File: src/inc/tec_pkg.sv
package tec_pkg;

   // Register map, byte addresses on the register bus
   localparam int          ADDR_W     = 4;
   localparam logic [3:0]  ADDR_CTRL  = 4'h0;
   localparam logic [3:0]  ADDR_STAT  = 4'h4;

   // Register widths and reset values
   localparam int          DATA_W     = 32;
   localparam int          BE_W       = 4;
   localparam int          CTRL_W     = 8;
   localparam logic [7:0]  CTRL_RESET = 8'h00;
   localparam logic [31:0] READ_ZERO  = 32'h0000_0000;

   // Byte lane that carries the control register
   localparam int          CTRL_LANE  = 0;

   // Control register field layout: channel i sits at BIT0 + i * BIT_STRIDE
   localparam int          BIT_STRIDE     = 2;
   localparam int          TMR_RUN_BIT0   = 4;
   localparam int          TMR_FLAG_BIT0  = 5;
   localparam int          EXT_TYPE_BIT0  = 0;
   localparam int          EXT_FLAG_BIT0  = 1;

   // Status register field layout: one bit per external channel
   localparam int          STAT_PIN_BIT0  = 0;
   localparam int          STAT_ACT_BIT0  = 2;

   // Channel counts
   localparam int          NUM_TIMERS = 2;
   localparam int          NUM_EXT    = 2;

   // Bus answer phases
   typedef enum logic {
      TEC_BUS_IDLE,
      TEC_BUS_ACK
   } tec_bus_state_t;

endpackage : tec_pkg

File: src/hdl/tec_ctrl_top.sv
// Register access over Avalon-MM and the register addresses were chosen for this implementation.
module tec_ctrl_top (
   // Clock and reset
   input  wire logic                          core_clk,
   input  wire logic                          rst,
   // Avalon-MM slave
   input  wire logic [tec_pkg::ADDR_W-1:0]    avs_address,
   input  wire logic                          avs_read,
   input  wire logic                          avs_write,
   input  wire logic [tec_pkg::DATA_W-1:0]    avs_writedata,
   input  wire logic [tec_pkg::BE_W-1:0]      avs_byteenable,
   output logic      [tec_pkg::DATA_W-1:0]    avs_readdata,
   output logic                               avs_waitrequest,
   // Timer overflow events
   input  wire logic                          t0_overflow,
   input  wire logic                          t1_overflow,
   // Vectoring acknowledges
   input  wire logic                          t0_vector,
   input  wire logic                          t1_vector,
   input  wire logic                          ext_irq0_vector,
   input  wire logic                          ext_irq1_vector,
   // External interrupt pins and polarity configuration
   input  wire logic                          ext_irq0_input,
   input  wire logic                          ext_irq1_input,
   input  wire logic                          ext_irq0_polarity,
   input  wire logic                          ext_irq1_polarity,
   // Timer controls and flags
   output logic                               t0_run,
   output logic                               t1_run,
   output logic                               t0_overflow_flag,
   output logic                               t1_overflow_flag,
   // External interrupt flags and type selects
   output logic                               ext_irq0_flag,
   output logic                               ext_irq1_flag,
   output logic                               ext_irq0_type_sel,
   output logic                               ext_irq1_type_sel
);

   tec_pkg::tec_bus_state_t                   state_q;
   tec_pkg::tec_bus_state_t                   state_d;
   logic                                      req_c;
   logic                                      ack_c;
   logic                                      ctrl_wr_c;
   logic [tec_pkg::DATA_W-1:0]                rd_mux_c;
   logic [tec_pkg::DATA_W-1:0]                readdata_q;
   logic [tec_pkg::CTRL_W-1:0]                ctrl_c;
   logic [tec_pkg::NUM_TIMERS-1:0]            tmr_ovf_c;
   logic [tec_pkg::NUM_TIMERS-1:0]            tmr_vec_c;
   logic [tec_pkg::NUM_TIMERS-1:0]            run_q;
   logic [tec_pkg::NUM_TIMERS-1:0]            flag_q;
   logic [tec_pkg::NUM_EXT-1:0]               pin_raw_c;
   logic [tec_pkg::NUM_EXT-1:0]               pin_sync;
   logic [tec_pkg::NUM_EXT-1:0]               ext_pol_c;
   logic [tec_pkg::NUM_EXT-1:0]               ext_vec_c;
   logic [tec_pkg::NUM_EXT-1:0]               type_q;
   logic [tec_pkg::NUM_EXT-1:0]               ext_flag;
   logic [tec_pkg::NUM_EXT-1:0]               ext_active;

   // Gather per-channel inputs into vectors
   assign tmr_ovf_c = {t1_overflow, t0_overflow};
   assign tmr_vec_c = {t1_vector, t0_vector};
   assign pin_raw_c = {ext_irq1_input, ext_irq0_input};
   assign ext_pol_c = {ext_irq1_polarity, ext_irq0_polarity};
   assign ext_vec_c = {ext_irq1_vector, ext_irq0_vector};

   // Bus handshake: every access waits exactly one cycle
   assign req_c           = avs_read | avs_write;
   assign avs_waitrequest = req_c & (state_q != tec_pkg::TEC_BUS_ACK);
   assign ack_c           = req_c & ~avs_waitrequest;

   // A control write lands only on the completing edge with lane 0 enabled
   assign ctrl_wr_c = ack_c & avs_write & (avs_address == tec_pkg::ADDR_CTRL)
                      & avs_byteenable[tec_pkg::CTRL_LANE];

   // Bus phase selection
   always_comb begin
      state_d = state_q;
      case (state_q)
         tec_pkg::TEC_BUS_IDLE: begin
            if (req_c) begin
               state_d = tec_pkg::TEC_BUS_ACK;
            end
         end
         tec_pkg::TEC_BUS_ACK: begin
            state_d = tec_pkg::TEC_BUS_IDLE;
         end
         default: begin
            state_d = tec_pkg::TEC_BUS_IDLE;
         end
      endcase
   end

   // Bus phase register
   always_ff @(posedge core_clk or posedge rst) begin
      if (rst) begin
         state_q <= tec_pkg::TEC_BUS_IDLE;
      end else begin
         state_q <= state_d;
      end
   end

   // Assemble the control register image from live state
   always_comb begin
      ctrl_c = tec_pkg::CTRL_RESET;
      for (int i = 0; i < tec_pkg::NUM_TIMERS; i++) begin
         ctrl_c[tec_pkg::TMR_RUN_BIT0 + i * tec_pkg::BIT_STRIDE]  = run_q[i];
         ctrl_c[tec_pkg::TMR_FLAG_BIT0 + i * tec_pkg::BIT_STRIDE] = flag_q[i];
      end
      for (int i = 0; i < tec_pkg::NUM_EXT; i++) begin
         ctrl_c[tec_pkg::EXT_TYPE_BIT0 + i * tec_pkg::BIT_STRIDE] = type_q[i];
         ctrl_c[tec_pkg::EXT_FLAG_BIT0 + i * tec_pkg::BIT_STRIDE] = ext_flag[i];
      end
   end

   // Read decode; unmapped addresses read zero
   always_comb begin
      rd_mux_c = tec_pkg::READ_ZERO;
      case (avs_address)
         tec_pkg::ADDR_CTRL: begin
            rd_mux_c[tec_pkg::CTRL_W-1:0] = ctrl_c;
         end
         tec_pkg::ADDR_STAT: begin
            for (int i = 0; i < tec_pkg::NUM_EXT; i++) begin
               rd_mux_c[tec_pkg::STAT_PIN_BIT0 + i] = pin_sync[i];
               rd_mux_c[tec_pkg::STAT_ACT_BIT0 + i] = ext_active[i];
            end
         end
         default: begin
            rd_mux_c = tec_pkg::READ_ZERO;
         end
      endcase
   end

   // Read data sampled in the waiting cycle and held through the answer
   always_ff @(posedge core_clk or posedge rst) begin
      if (rst) begin
         readdata_q <= tec_pkg::READ_ZERO;
      end else if (avs_read && avs_waitrequest) begin
         readdata_q <= rd_mux_c;
      end
   end

   assign avs_readdata = readdata_q;

   // Timer run controls and overflow flags, one slice per timer
   for (genvar i = 0; i < tec_pkg::NUM_TIMERS; i++) begin : g_tmr
      localparam int RUN_BIT  = tec_pkg::TMR_RUN_BIT0 + i * tec_pkg::BIT_STRIDE;
      localparam int FLAG_BIT = tec_pkg::TMR_FLAG_BIT0 + i * tec_pkg::BIT_STRIDE;

      // Run bit is plain software state
      always_ff @(posedge core_clk or posedge rst) begin
         if (rst) begin
            run_q[i] <= tec_pkg::CTRL_RESET[RUN_BIT];
         end else if (ctrl_wr_c) begin
            run_q[i] <= avs_writedata[RUN_BIT];
         end
      end

      // Overflow flag: hardware set first, then vectoring clear, then software write
      always_ff @(posedge core_clk or posedge rst) begin
         if (rst) begin
            flag_q[i] <= tec_pkg::CTRL_RESET[FLAG_BIT];
         end else if (tmr_ovf_c[i]) begin
            flag_q[i] <= 1'b1;
         end else if (tmr_vec_c[i]) begin
            flag_q[i] <= 1'b0;
         end else if (ctrl_wr_c) begin
            flag_q[i] <= avs_writedata[FLAG_BIT];
         end
      end

      tmr_set_a: assert property (@(posedge core_clk) disable iff (rst)
         tmr_ovf_c[i] |=> flag_q[i])
         else $error("overflow did not set the timer flag");

      tmr_vec_clr_a: assert property (@(posedge core_clk) disable iff (rst)
         tmr_vec_c[i] && !tmr_ovf_c[i] |=> !flag_q[i])
         else $error("vectoring did not clear the timer flag");

      tmr_hold_a: assert property (@(posedge core_clk) disable iff (rst)
         !tmr_ovf_c[i] && !tmr_vec_c[i] && !ctrl_wr_c |=> flag_q[i] == $past(flag_q[i]))
         else $error("timer flag changed without cause");

      run_write_a: assert property (@(posedge core_clk) disable iff (rst)
         ctrl_wr_c |=> run_q[i] == $past(avs_writedata[RUN_BIT]))
         else $error("run bit did not take the written value");

      // Software write, hold and readback of the timer bits
      tmr_sw_write_a: assert property (@(posedge core_clk) disable iff (rst)
         ctrl_wr_c && !tmr_ovf_c[i] && !tmr_vec_c[i] |=> flag_q[i] == $past(avs_writedata[FLAG_BIT]))
         else $error("software write did not reach the timer flag");

      run_hold_a: assert property (@(posedge core_clk) disable iff (rst)
         !ctrl_wr_c |=> run_q[i] == $past(run_q[i]))
         else $error("run bit changed without a write");

      read_tmr_a: assert property (@(posedge core_clk) disable iff (rst)
         ack_c && avs_read && avs_address == tec_pkg::ADDR_CTRL
         |-> avs_readdata[FLAG_BIT] == $past(flag_q[i]) && avs_readdata[RUN_BIT] == $past(run_q[i]))
         else $error("timer bits read back wrong");
   end

   // Pin filtering for both external interrupt inputs
   tec_sync #(
      .WIDTH     (tec_pkg::NUM_EXT),
      .RESET_VAL ('0)
   ) u_pin_sync (
      .core_clk (core_clk),
      .rst      (rst),
      .async_in (pin_raw_c),
      .sync_out (pin_sync)
   );

   // External interrupt channels: type select here, flag logic in the cell
   for (genvar i = 0; i < tec_pkg::NUM_EXT; i++) begin : g_ext
      localparam int TYPE_BIT = tec_pkg::EXT_TYPE_BIT0 + i * tec_pkg::BIT_STRIDE;
      localparam int FLAG_BIT = tec_pkg::EXT_FLAG_BIT0 + i * tec_pkg::BIT_STRIDE;

      // Type select is plain software state
      always_ff @(posedge core_clk or posedge rst) begin
         if (rst) begin
            type_q[i] <= tec_pkg::CTRL_RESET[TYPE_BIT];
         end else if (ctrl_wr_c) begin
            type_q[i] <= avs_writedata[TYPE_BIT];
         end
      end

      tec_ext_irq u_ext (
         .core_clk   (core_clk),
         .rst        (rst),
         .pin_level  (pin_sync[i]),
         .polarity   (ext_pol_c[i]),
         .type_sel   (type_q[i]),
         .sw_wr      (ctrl_wr_c),
         .sw_val     (avs_writedata[FLAG_BIT]),
         .vector_ack (ext_vec_c[i]),
         .flag       (ext_flag[i]),
         .active     (ext_active[i])
      );

      type_write_a: assert property (@(posedge core_clk) disable iff (rst)
         ctrl_wr_c |=> type_q[i] == $past(avs_writedata[TYPE_BIT]))
         else $error("type select did not take the written value");

      ext_sw_clr_a: assert property (@(posedge core_clk) disable iff (rst)
         type_q[i] && ctrl_wr_c && !avs_writedata[FLAG_BIT] && !ext_vec_c[i]
         && (ext_pol_c[i] ? pin_sync[i] : !pin_sync[i]) == ext_active[i]
         |=> !ext_flag[i])
         else $error("software clear of edge flag lost");

      // Hold, level tracking, vectoring, software set and readback of each external channel
      type_hold_a: assert property (@(posedge core_clk) disable iff (rst)
         !ctrl_wr_c |=> type_q[i] == $past(type_q[i]))
         else $error("type select changed without a write");

      level_track_a: assert property (@(posedge core_clk) disable iff (rst)
         !type_q[i] |=> ext_flag[i] == ext_active[i])
         else $error("level mode flag differs from the active level");

      ext_vec_clr_a: assert property (@(posedge core_clk) disable iff (rst)
         type_q[i] && ext_vec_c[i] && (ext_pol_c[i] ? pin_sync[i] : !pin_sync[i]) == ext_active[i]
         |=> !ext_flag[i])
         else $error("vectoring did not clear the edge flag");

      ext_sw_set_a: assert property (@(posedge core_clk) disable iff (rst)
         type_q[i] && ctrl_wr_c && avs_writedata[FLAG_BIT] && !ext_vec_c[i] |=> ext_flag[i])
         else $error("software set of edge flag lost");

      read_ext_a: assert property (@(posedge core_clk) disable iff (rst)
         ack_c && avs_read && avs_address == tec_pkg::ADDR_CTRL
         |-> avs_readdata[FLAG_BIT] == $past(ext_flag[i]) && avs_readdata[TYPE_BIT] == $past(type_q[i]))
         else $error("external interrupt bits read back wrong");

      read_stat_a: assert property (@(posedge core_clk) disable iff (rst)
         ack_c && avs_read && avs_address == tec_pkg::ADDR_STAT
         |-> avs_readdata[tec_pkg::STAT_PIN_BIT0 + i] == $past(pin_sync[i])
             && avs_readdata[tec_pkg::STAT_ACT_BIT0 + i] == $past(ext_active[i]))
         else $error("status bits read back wrong");
   end

   // Drive the per-channel outputs
   assign t0_run            = run_q[0];
   assign t1_run            = run_q[1];
   assign t0_overflow_flag  = flag_q[0];
   assign t1_overflow_flag  = flag_q[1];
   assign ext_irq0_flag     = ext_flag[0];
   assign ext_irq1_flag     = ext_flag[1];
   assign ext_irq0_type_sel = type_q[0];
   assign ext_irq1_type_sel = type_q[1];

   wait_one_a: assert property (@(posedge core_clk) disable iff (rst)
      req_c && avs_waitrequest ##1 req_c |-> !avs_waitrequest)
      else $error("bus answer not given after one wait cycle");

   read_t1_a: assert property (@(posedge core_clk) disable iff (rst)
      ack_c && avs_read && avs_address == tec_pkg::ADDR_CTRL
      |-> avs_readdata[tec_pkg::TMR_FLAG_BIT0 + tec_pkg::BIT_STRIDE] == $past(flag_q[1]))
      else $error("timer 1 flag read back wrong");

   read_unmap_a: assert property (@(posedge core_clk) disable iff (rst)
      ack_c && avs_read && avs_address != tec_pkg::ADDR_CTRL && avs_address != tec_pkg::ADDR_STAT
      |-> avs_readdata == tec_pkg::READ_ZERO)
      else $error("unmapped read not zero");

   // Bus phase, read data and refused write checks
   wait_first_a: assert property (@(posedge core_clk) disable iff (rst)
      req_c && state_q == tec_pkg::TEC_BUS_IDLE |-> avs_waitrequest)
      else $error("bus answered without a wait cycle");

   wait_idle_a: assert property (@(posedge core_clk) disable iff (rst)
      !req_c |-> !avs_waitrequest)
      else $error("waitrequest raised with no request");

   ack_idle_a: assert property (@(posedge core_clk) disable iff (rst)
      ack_c |=> state_q == tec_pkg::TEC_BUS_IDLE)
      else $error("bus phase did not return to idle");

   rd_sample_a: assert property (@(posedge core_clk) disable iff (rst)
      avs_read && avs_waitrequest |=> avs_readdata == $past(rd_mux_c))
      else $error("read data not taken in the waiting cycle");

   rdata_hold_a: assert property (@(posedge core_clk) disable iff (rst)
      !(avs_read && avs_waitrequest) |=> avs_readdata == $past(avs_readdata))
      else $error("read data changed outside a read");

   read_upper_a: assert property (@(posedge core_clk) disable iff (rst)
      ack_c && avs_read |-> avs_readdata[tec_pkg::DATA_W-1:tec_pkg::CTRL_W] == '0)
      else $error("upper read data bits not zero");

   refuse_wr_a: assert property (@(posedge core_clk) disable iff (rst)
      ack_c && avs_write && (avs_address != tec_pkg::ADDR_CTRL || !avs_byteenable[tec_pkg::CTRL_LANE])
      |=> run_q == $past(run_q) && type_q == $past(type_q))
      else $error("refused write changed the control bits");

endmodule : tec_ctrl_top

File: src/hdl/tec_ext_irq.sv
module tec_ext_irq (
   // Clock and reset
   input  wire logic core_clk,
   input  wire logic rst,
   // Filtered pin level and its configuration
   input  wire logic pin_level,
   input  wire logic polarity,
   input  wire logic type_sel,
   // Software access to the flag
   input  wire logic sw_wr,
   input  wire logic sw_val,
   // Vectoring acknowledge
   input  wire logic vector_ack,
   // Flag and registered active level
   output logic      flag,
   output logic      active
);

   logic active_c;
   logic rise_c;
   logic prev_q;
   logic flag_q;

   // Active level follows the separate polarity bit: one is active high
   assign active_c = polarity ? pin_level : ~pin_level;
   assign rise_c   = active_c & ~prev_q;

   // Previous active level for edge detection
   always_ff @(posedge core_clk or posedge rst) begin
      if (rst) begin
         prev_q <= 1'b0;
      end else begin
         prev_q <= active_c;
      end
   end

   // Level mode tracks the pin; edge mode latches, an edge beats any clear, vectoring beats a software set
   always_ff @(posedge core_clk or posedge rst) begin
      if (rst) begin
         flag_q <= 1'b0;
      end else if (!type_sel) begin
         flag_q <= active_c;
      end else if (rise_c) begin
         flag_q <= 1'b1;
      end else if ((sw_wr && !sw_val) || vector_ack) begin
         flag_q <= 1'b0;
      end else if (sw_wr) begin
         flag_q <= 1'b1;
      end
   end

   assign flag   = flag_q;
   assign active = prev_q;

   level_follow_a: assert property (@(posedge core_clk) disable iff (rst)
      !type_sel |=> flag == $past(active_c))
      else $error("level mode flag does not follow the input");

   edge_set_a: assert property (@(posedge core_clk) disable iff (rst)
      type_sel && rise_c |=> flag)
      else $error("edge not latched into flag");

   edge_clear_a: assert property (@(posedge core_clk) disable iff (rst)
      type_sel && vector_ack && !rise_c |=> !flag)
      else $error("edge flag not cleared by vectoring");

endmodule : tec_ext_irq

File: src/hdl/tec_sync.sv
module tec_sync #(
   parameter int               WIDTH     = 2,
   parameter logic [WIDTH-1:0] RESET_VAL = '0
) (
   // Clock and reset
   input  wire logic             core_clk,
   input  wire logic             rst,
   // Pins from outside the clock domain
   input  wire logic [WIDTH-1:0] async_in,
   // Filtered levels
   output logic      [WIDTH-1:0] sync_out
);

   for (genvar b = 0; b < WIDTH; b++) begin : g_bit
      logic s1_q;
      logic s2_q;
      logic s3_q;
      logic out_q;

      // Three stages; the level is taken only when stages two and three agree
      always_ff @(posedge core_clk or posedge rst) begin
         if (rst) begin
            s1_q  <= RESET_VAL[b];
            s2_q  <= RESET_VAL[b];
            s3_q  <= RESET_VAL[b];
            out_q <= RESET_VAL[b];
         end else begin
            s1_q <= async_in[b];
            s2_q <= s1_q;
            s3_q <= s2_q;
            if (s2_q == s3_q) begin
               out_q <= s3_q;
            end
         end
      end

      assign sync_out[b] = out_q;
   end

endmodule : tec_sync

File: config.mk
export PLATFORM = sky130hd
export DESIGN_NAME = tec_ctrl_top
export DESIGN_NICKNAME = d
export VERILOG_FILES = /design/src/inc/tec_pkg.sv /design/src/hdl/tec_ctrl_top.sv /design/src/hdl/tec_ext_irq.sv /design/src/hdl/tec_sync.sv
export SDC_FILE = /design/constraint.sdc
export NUM_CORES = 1
export LEC_CHECK = 0
export ABC_AREA = 1
export ABC_CLOCK_PERIOD_IN_PS = 2500
export BUFFER_PORTS_ARGS = -buffer_cell sky130_fd_sc_hd__buf_2
export CORE_UTILIZATION = 44
export CTS_CLUSTER_DIAMETER = 80
export CTS_CLUSTER_SIZE = 8
export DETAILED_ROUTE_END_ITERATION = 10
export PLACE_DENSITY = 0.85
export SLEW_MARGIN = 20
export SYNTH_ARGS = -nofsm -noshare
export SYNTH_HDL_FRONTEND = slang
export SYNTH_SLANG_ARGS = --single-unit
File: constraint.sdc
create_clock -name core_clk -period 2.5 [get_ports core_clk]
set_input_delay 0.5 -clock core_clk [delete_from_list [all_inputs] [get_ports core_clk]]
set_output_delay 0.5 -clock core_clk [all_outputs]
set_load 0.05 [all_outputs]
==> results.toml <==
[outcome]
status = "complete, but fails checks"
violations = "design-rule violations"

[cts]
postCtsResizedCells = 0
cts_made_buffers = 3
clock_latency_ps = 320
cts_hold_buf = 0
post_cts_buffers = 0
ctsHtreeMaxLevel = 1
cts_tree = "built"
clockBufferDepth = 2
cts_sinks = 27
cts-root-buf = "clkbuf_4"
clkTransAtPathRegs_ps = 140

[placement]
dp_slack_ps = 974
dp_hpwl_mm = 1.89
portBuffers = 43
dp_cells = 219
gp_congestion = 0.839
placed_area_mm2 = 0.00150

[layout]
final_cells = 223
syn2layout_area_growth_pct = 12.8
diodes = 0
stdcell_area_mm2 = 0.00153
nets = 247
drive_gt1_frac = 0.313
finish.utilization = 0.540

[synth]
synth-edff-count = 0
synth.distinct_cells = 18
synth_async_sr_flop_share = 1.00
synth.most_common_cell = "nand2_1"
synthesis.area_mm2 = 0.00135
netlist.area_leader.share = 0.499
synth_ff_type = "dfrtp_1"
synth_area_leaders = "dfrtp_1 (50%), buf_4 (14%), nand2_1 (9.4%), inv_1 (3.3%), nand3_1 (3.0%)"
synth.avg_cell_area_um2 = 9.15
syn_inst = 148
yosys_register_bits = 27
ys_seq_area_frac = 0.499
yosysTopAreaCell = "dfrtp_1"
synth_commonest_cells = "nand2_1 (34), dfrtp_1 (27), buf_4 (26)"
yosysWarningCount = 0

[timing]
setup-violations-final = 0
timing.fmax_mhz = 604
slew_headroom = 0.389
worst_slew_pin_slew_ps = 911
skew_ps = 2.37
slew_violations = 0
fin_tns_setup_ps = 0
hold_viol_final = 0
fin_ws_ps = 844
holdWs_ps = 237
finalCritPeriodShare = 0.663
rsz0062_at_grt = "false"
min_period_ps = 1660

[min_path]
worstHoldPathType = "input pin to asynchronous set/reset pin"

[global_routing]
grt_max_degree = 28
grt_pass1_vias = 928
grt_antenna_before_repair = 0
grt_usage = 0.155
grt-ovfl-total = 0
grt_pass1_wl_mm = 3.84

[floorplan]
start_util = 0.479
dieArea_mm2 = 0.00330
fp.dieW_um = 57.5
coreArea_mm2 = 0.00283
fp-row-count = 19
top_level_ports = 95
fp.dieH_um = 57.5

[detailed_routing]
antenna_left = 0
remaining_drc_errors = 3
wl_per_cell_um = 10.5
vias = 1013
routed_wl_mm = 2.35
drt-initial-drc-count = 30
first_pass_iters = 7
via_per_inst = 4.54

[worst_setup_path]
cp.arrival_ps = 1160
r2r_start = "state_q"
r2r_slack_ps = 1290
critPathCapture = "avs_waitrequest"
worst-path-max-fanout = 3
rr_worst_depth = 5
r2r_end = "avs_readdata[1]"
critPathLaunchType = "register"
crit_start = "state_q"
required_ps = 2000
critPathCaptureType = "output port"
criticalPathCategory = "register to output port"

[power]
total_power_mw = 1.04
power_density_mw_per_mm2 = 679
irDropWorstVdd_mv = 0.311
p_leak_nw = 0.845

[job]
max_cap_viol_count = 0
## worst max-delay path, cell delays in order (launching register included)
cell and delay (ps):
dfrtp_1 420, nor2_2 140, buf_2 280
## final cells by class
class                      count  area [µm²]
inverter                      13        53.8
tap                           31        38.8
fill                         281        1300
clock buffer                   3        22.5
multi-input combinational    105         515
timing repair buffer          43         215
clock inverter                 1        5.00
sequential                    27         676
## placed cells by master (no fill, tap or decap), types with 2 or more instances in the layout
| cell | count |
|---|---|
| nor2_1 | 7 |
| clkbuf_4 | 3 |
| nor2_4 | 3 |
| nand2_2 | 5 |
| dfrtp_1 | 27 |
| inv_1 | 11 |
| o21ai_2 | 2 |
| o21ai_1 | 6 |
| maj3_1 | 2 |
| xnor2_1 | 2 |
| conb_1 | 24 |
| nand4_1 | 6 |
| o21ai_0 | 4 |
| buf_2 | 43 |
| nand2_1 | 34 |
| nand3_1 | 8 |
## metal layers
layer	track usage	vias up	wire [µm]
met1	0.186	457	999
li1	-	511	-
met2	0.254	38	1130
met5	0	-	0
met3	0.0408	7	155
met4	0.0871	0	60
## power by group
group | switching, mW | internal (mW) | leakage, nW
sequential | 0.0277 | 0.481 | 0.334
clock | 0.124 | 0.0600 | 0.0177
combinational | 0.274 | 0.0699 | 0.494
total | 0.426 | 0.610 | 0.845
## logic make-up after synthesis
logic type | share of synthesized area
flip-flops | 0.499
adder cells (fa/ha/maj) | 0.0148
AND/OR/NAND/NOR | 0.237
other | 0.00277
XOR/XNOR | 0.0129
buffers and inverters | 0.184
AO/OA/AOI/OAI | 0.0499
## state kept, by name, indices dropped and copies added (netlist names), 2 cells and up
signal / cells
avs_readdata: 8
g_ext.u_ext.active: 2
g_ext.u_ext.flag: 2
u_pin_sync.g_bit.out_q: 2
u_pin_sync.g_bit.s1_q: 2
u_pin_sync.g_bit.s2_q: 2
u_pin_sync.g_bit.s3_q: 2
## how the worst min path moves through the flow
stage                                   startpoint                        to  slack (ps)
after CTS                           ext_irq1_input  u_pin_sync.g_bit[1].s1_q         260
after global routing                ext_irq0_input  u_pin_sync.g_bit[0].s1_q         250
after global placement    u_pin_sync.g_bit[1].s1_q  u_pin_sync.g_bit[1].s2_q         330
after floorplan           u_pin_sync.g_bit[0].s1_q  u_pin_sync.g_bit[0].s2_q         330
after detailed placement  u_pin_sync.g_bit[1].s1_q  u_pin_sync.g_bit[1].s2_q         340
final                                          rst           avs_readdata[1]         240
Note: power is estimated with default switching activity, not from simulation.
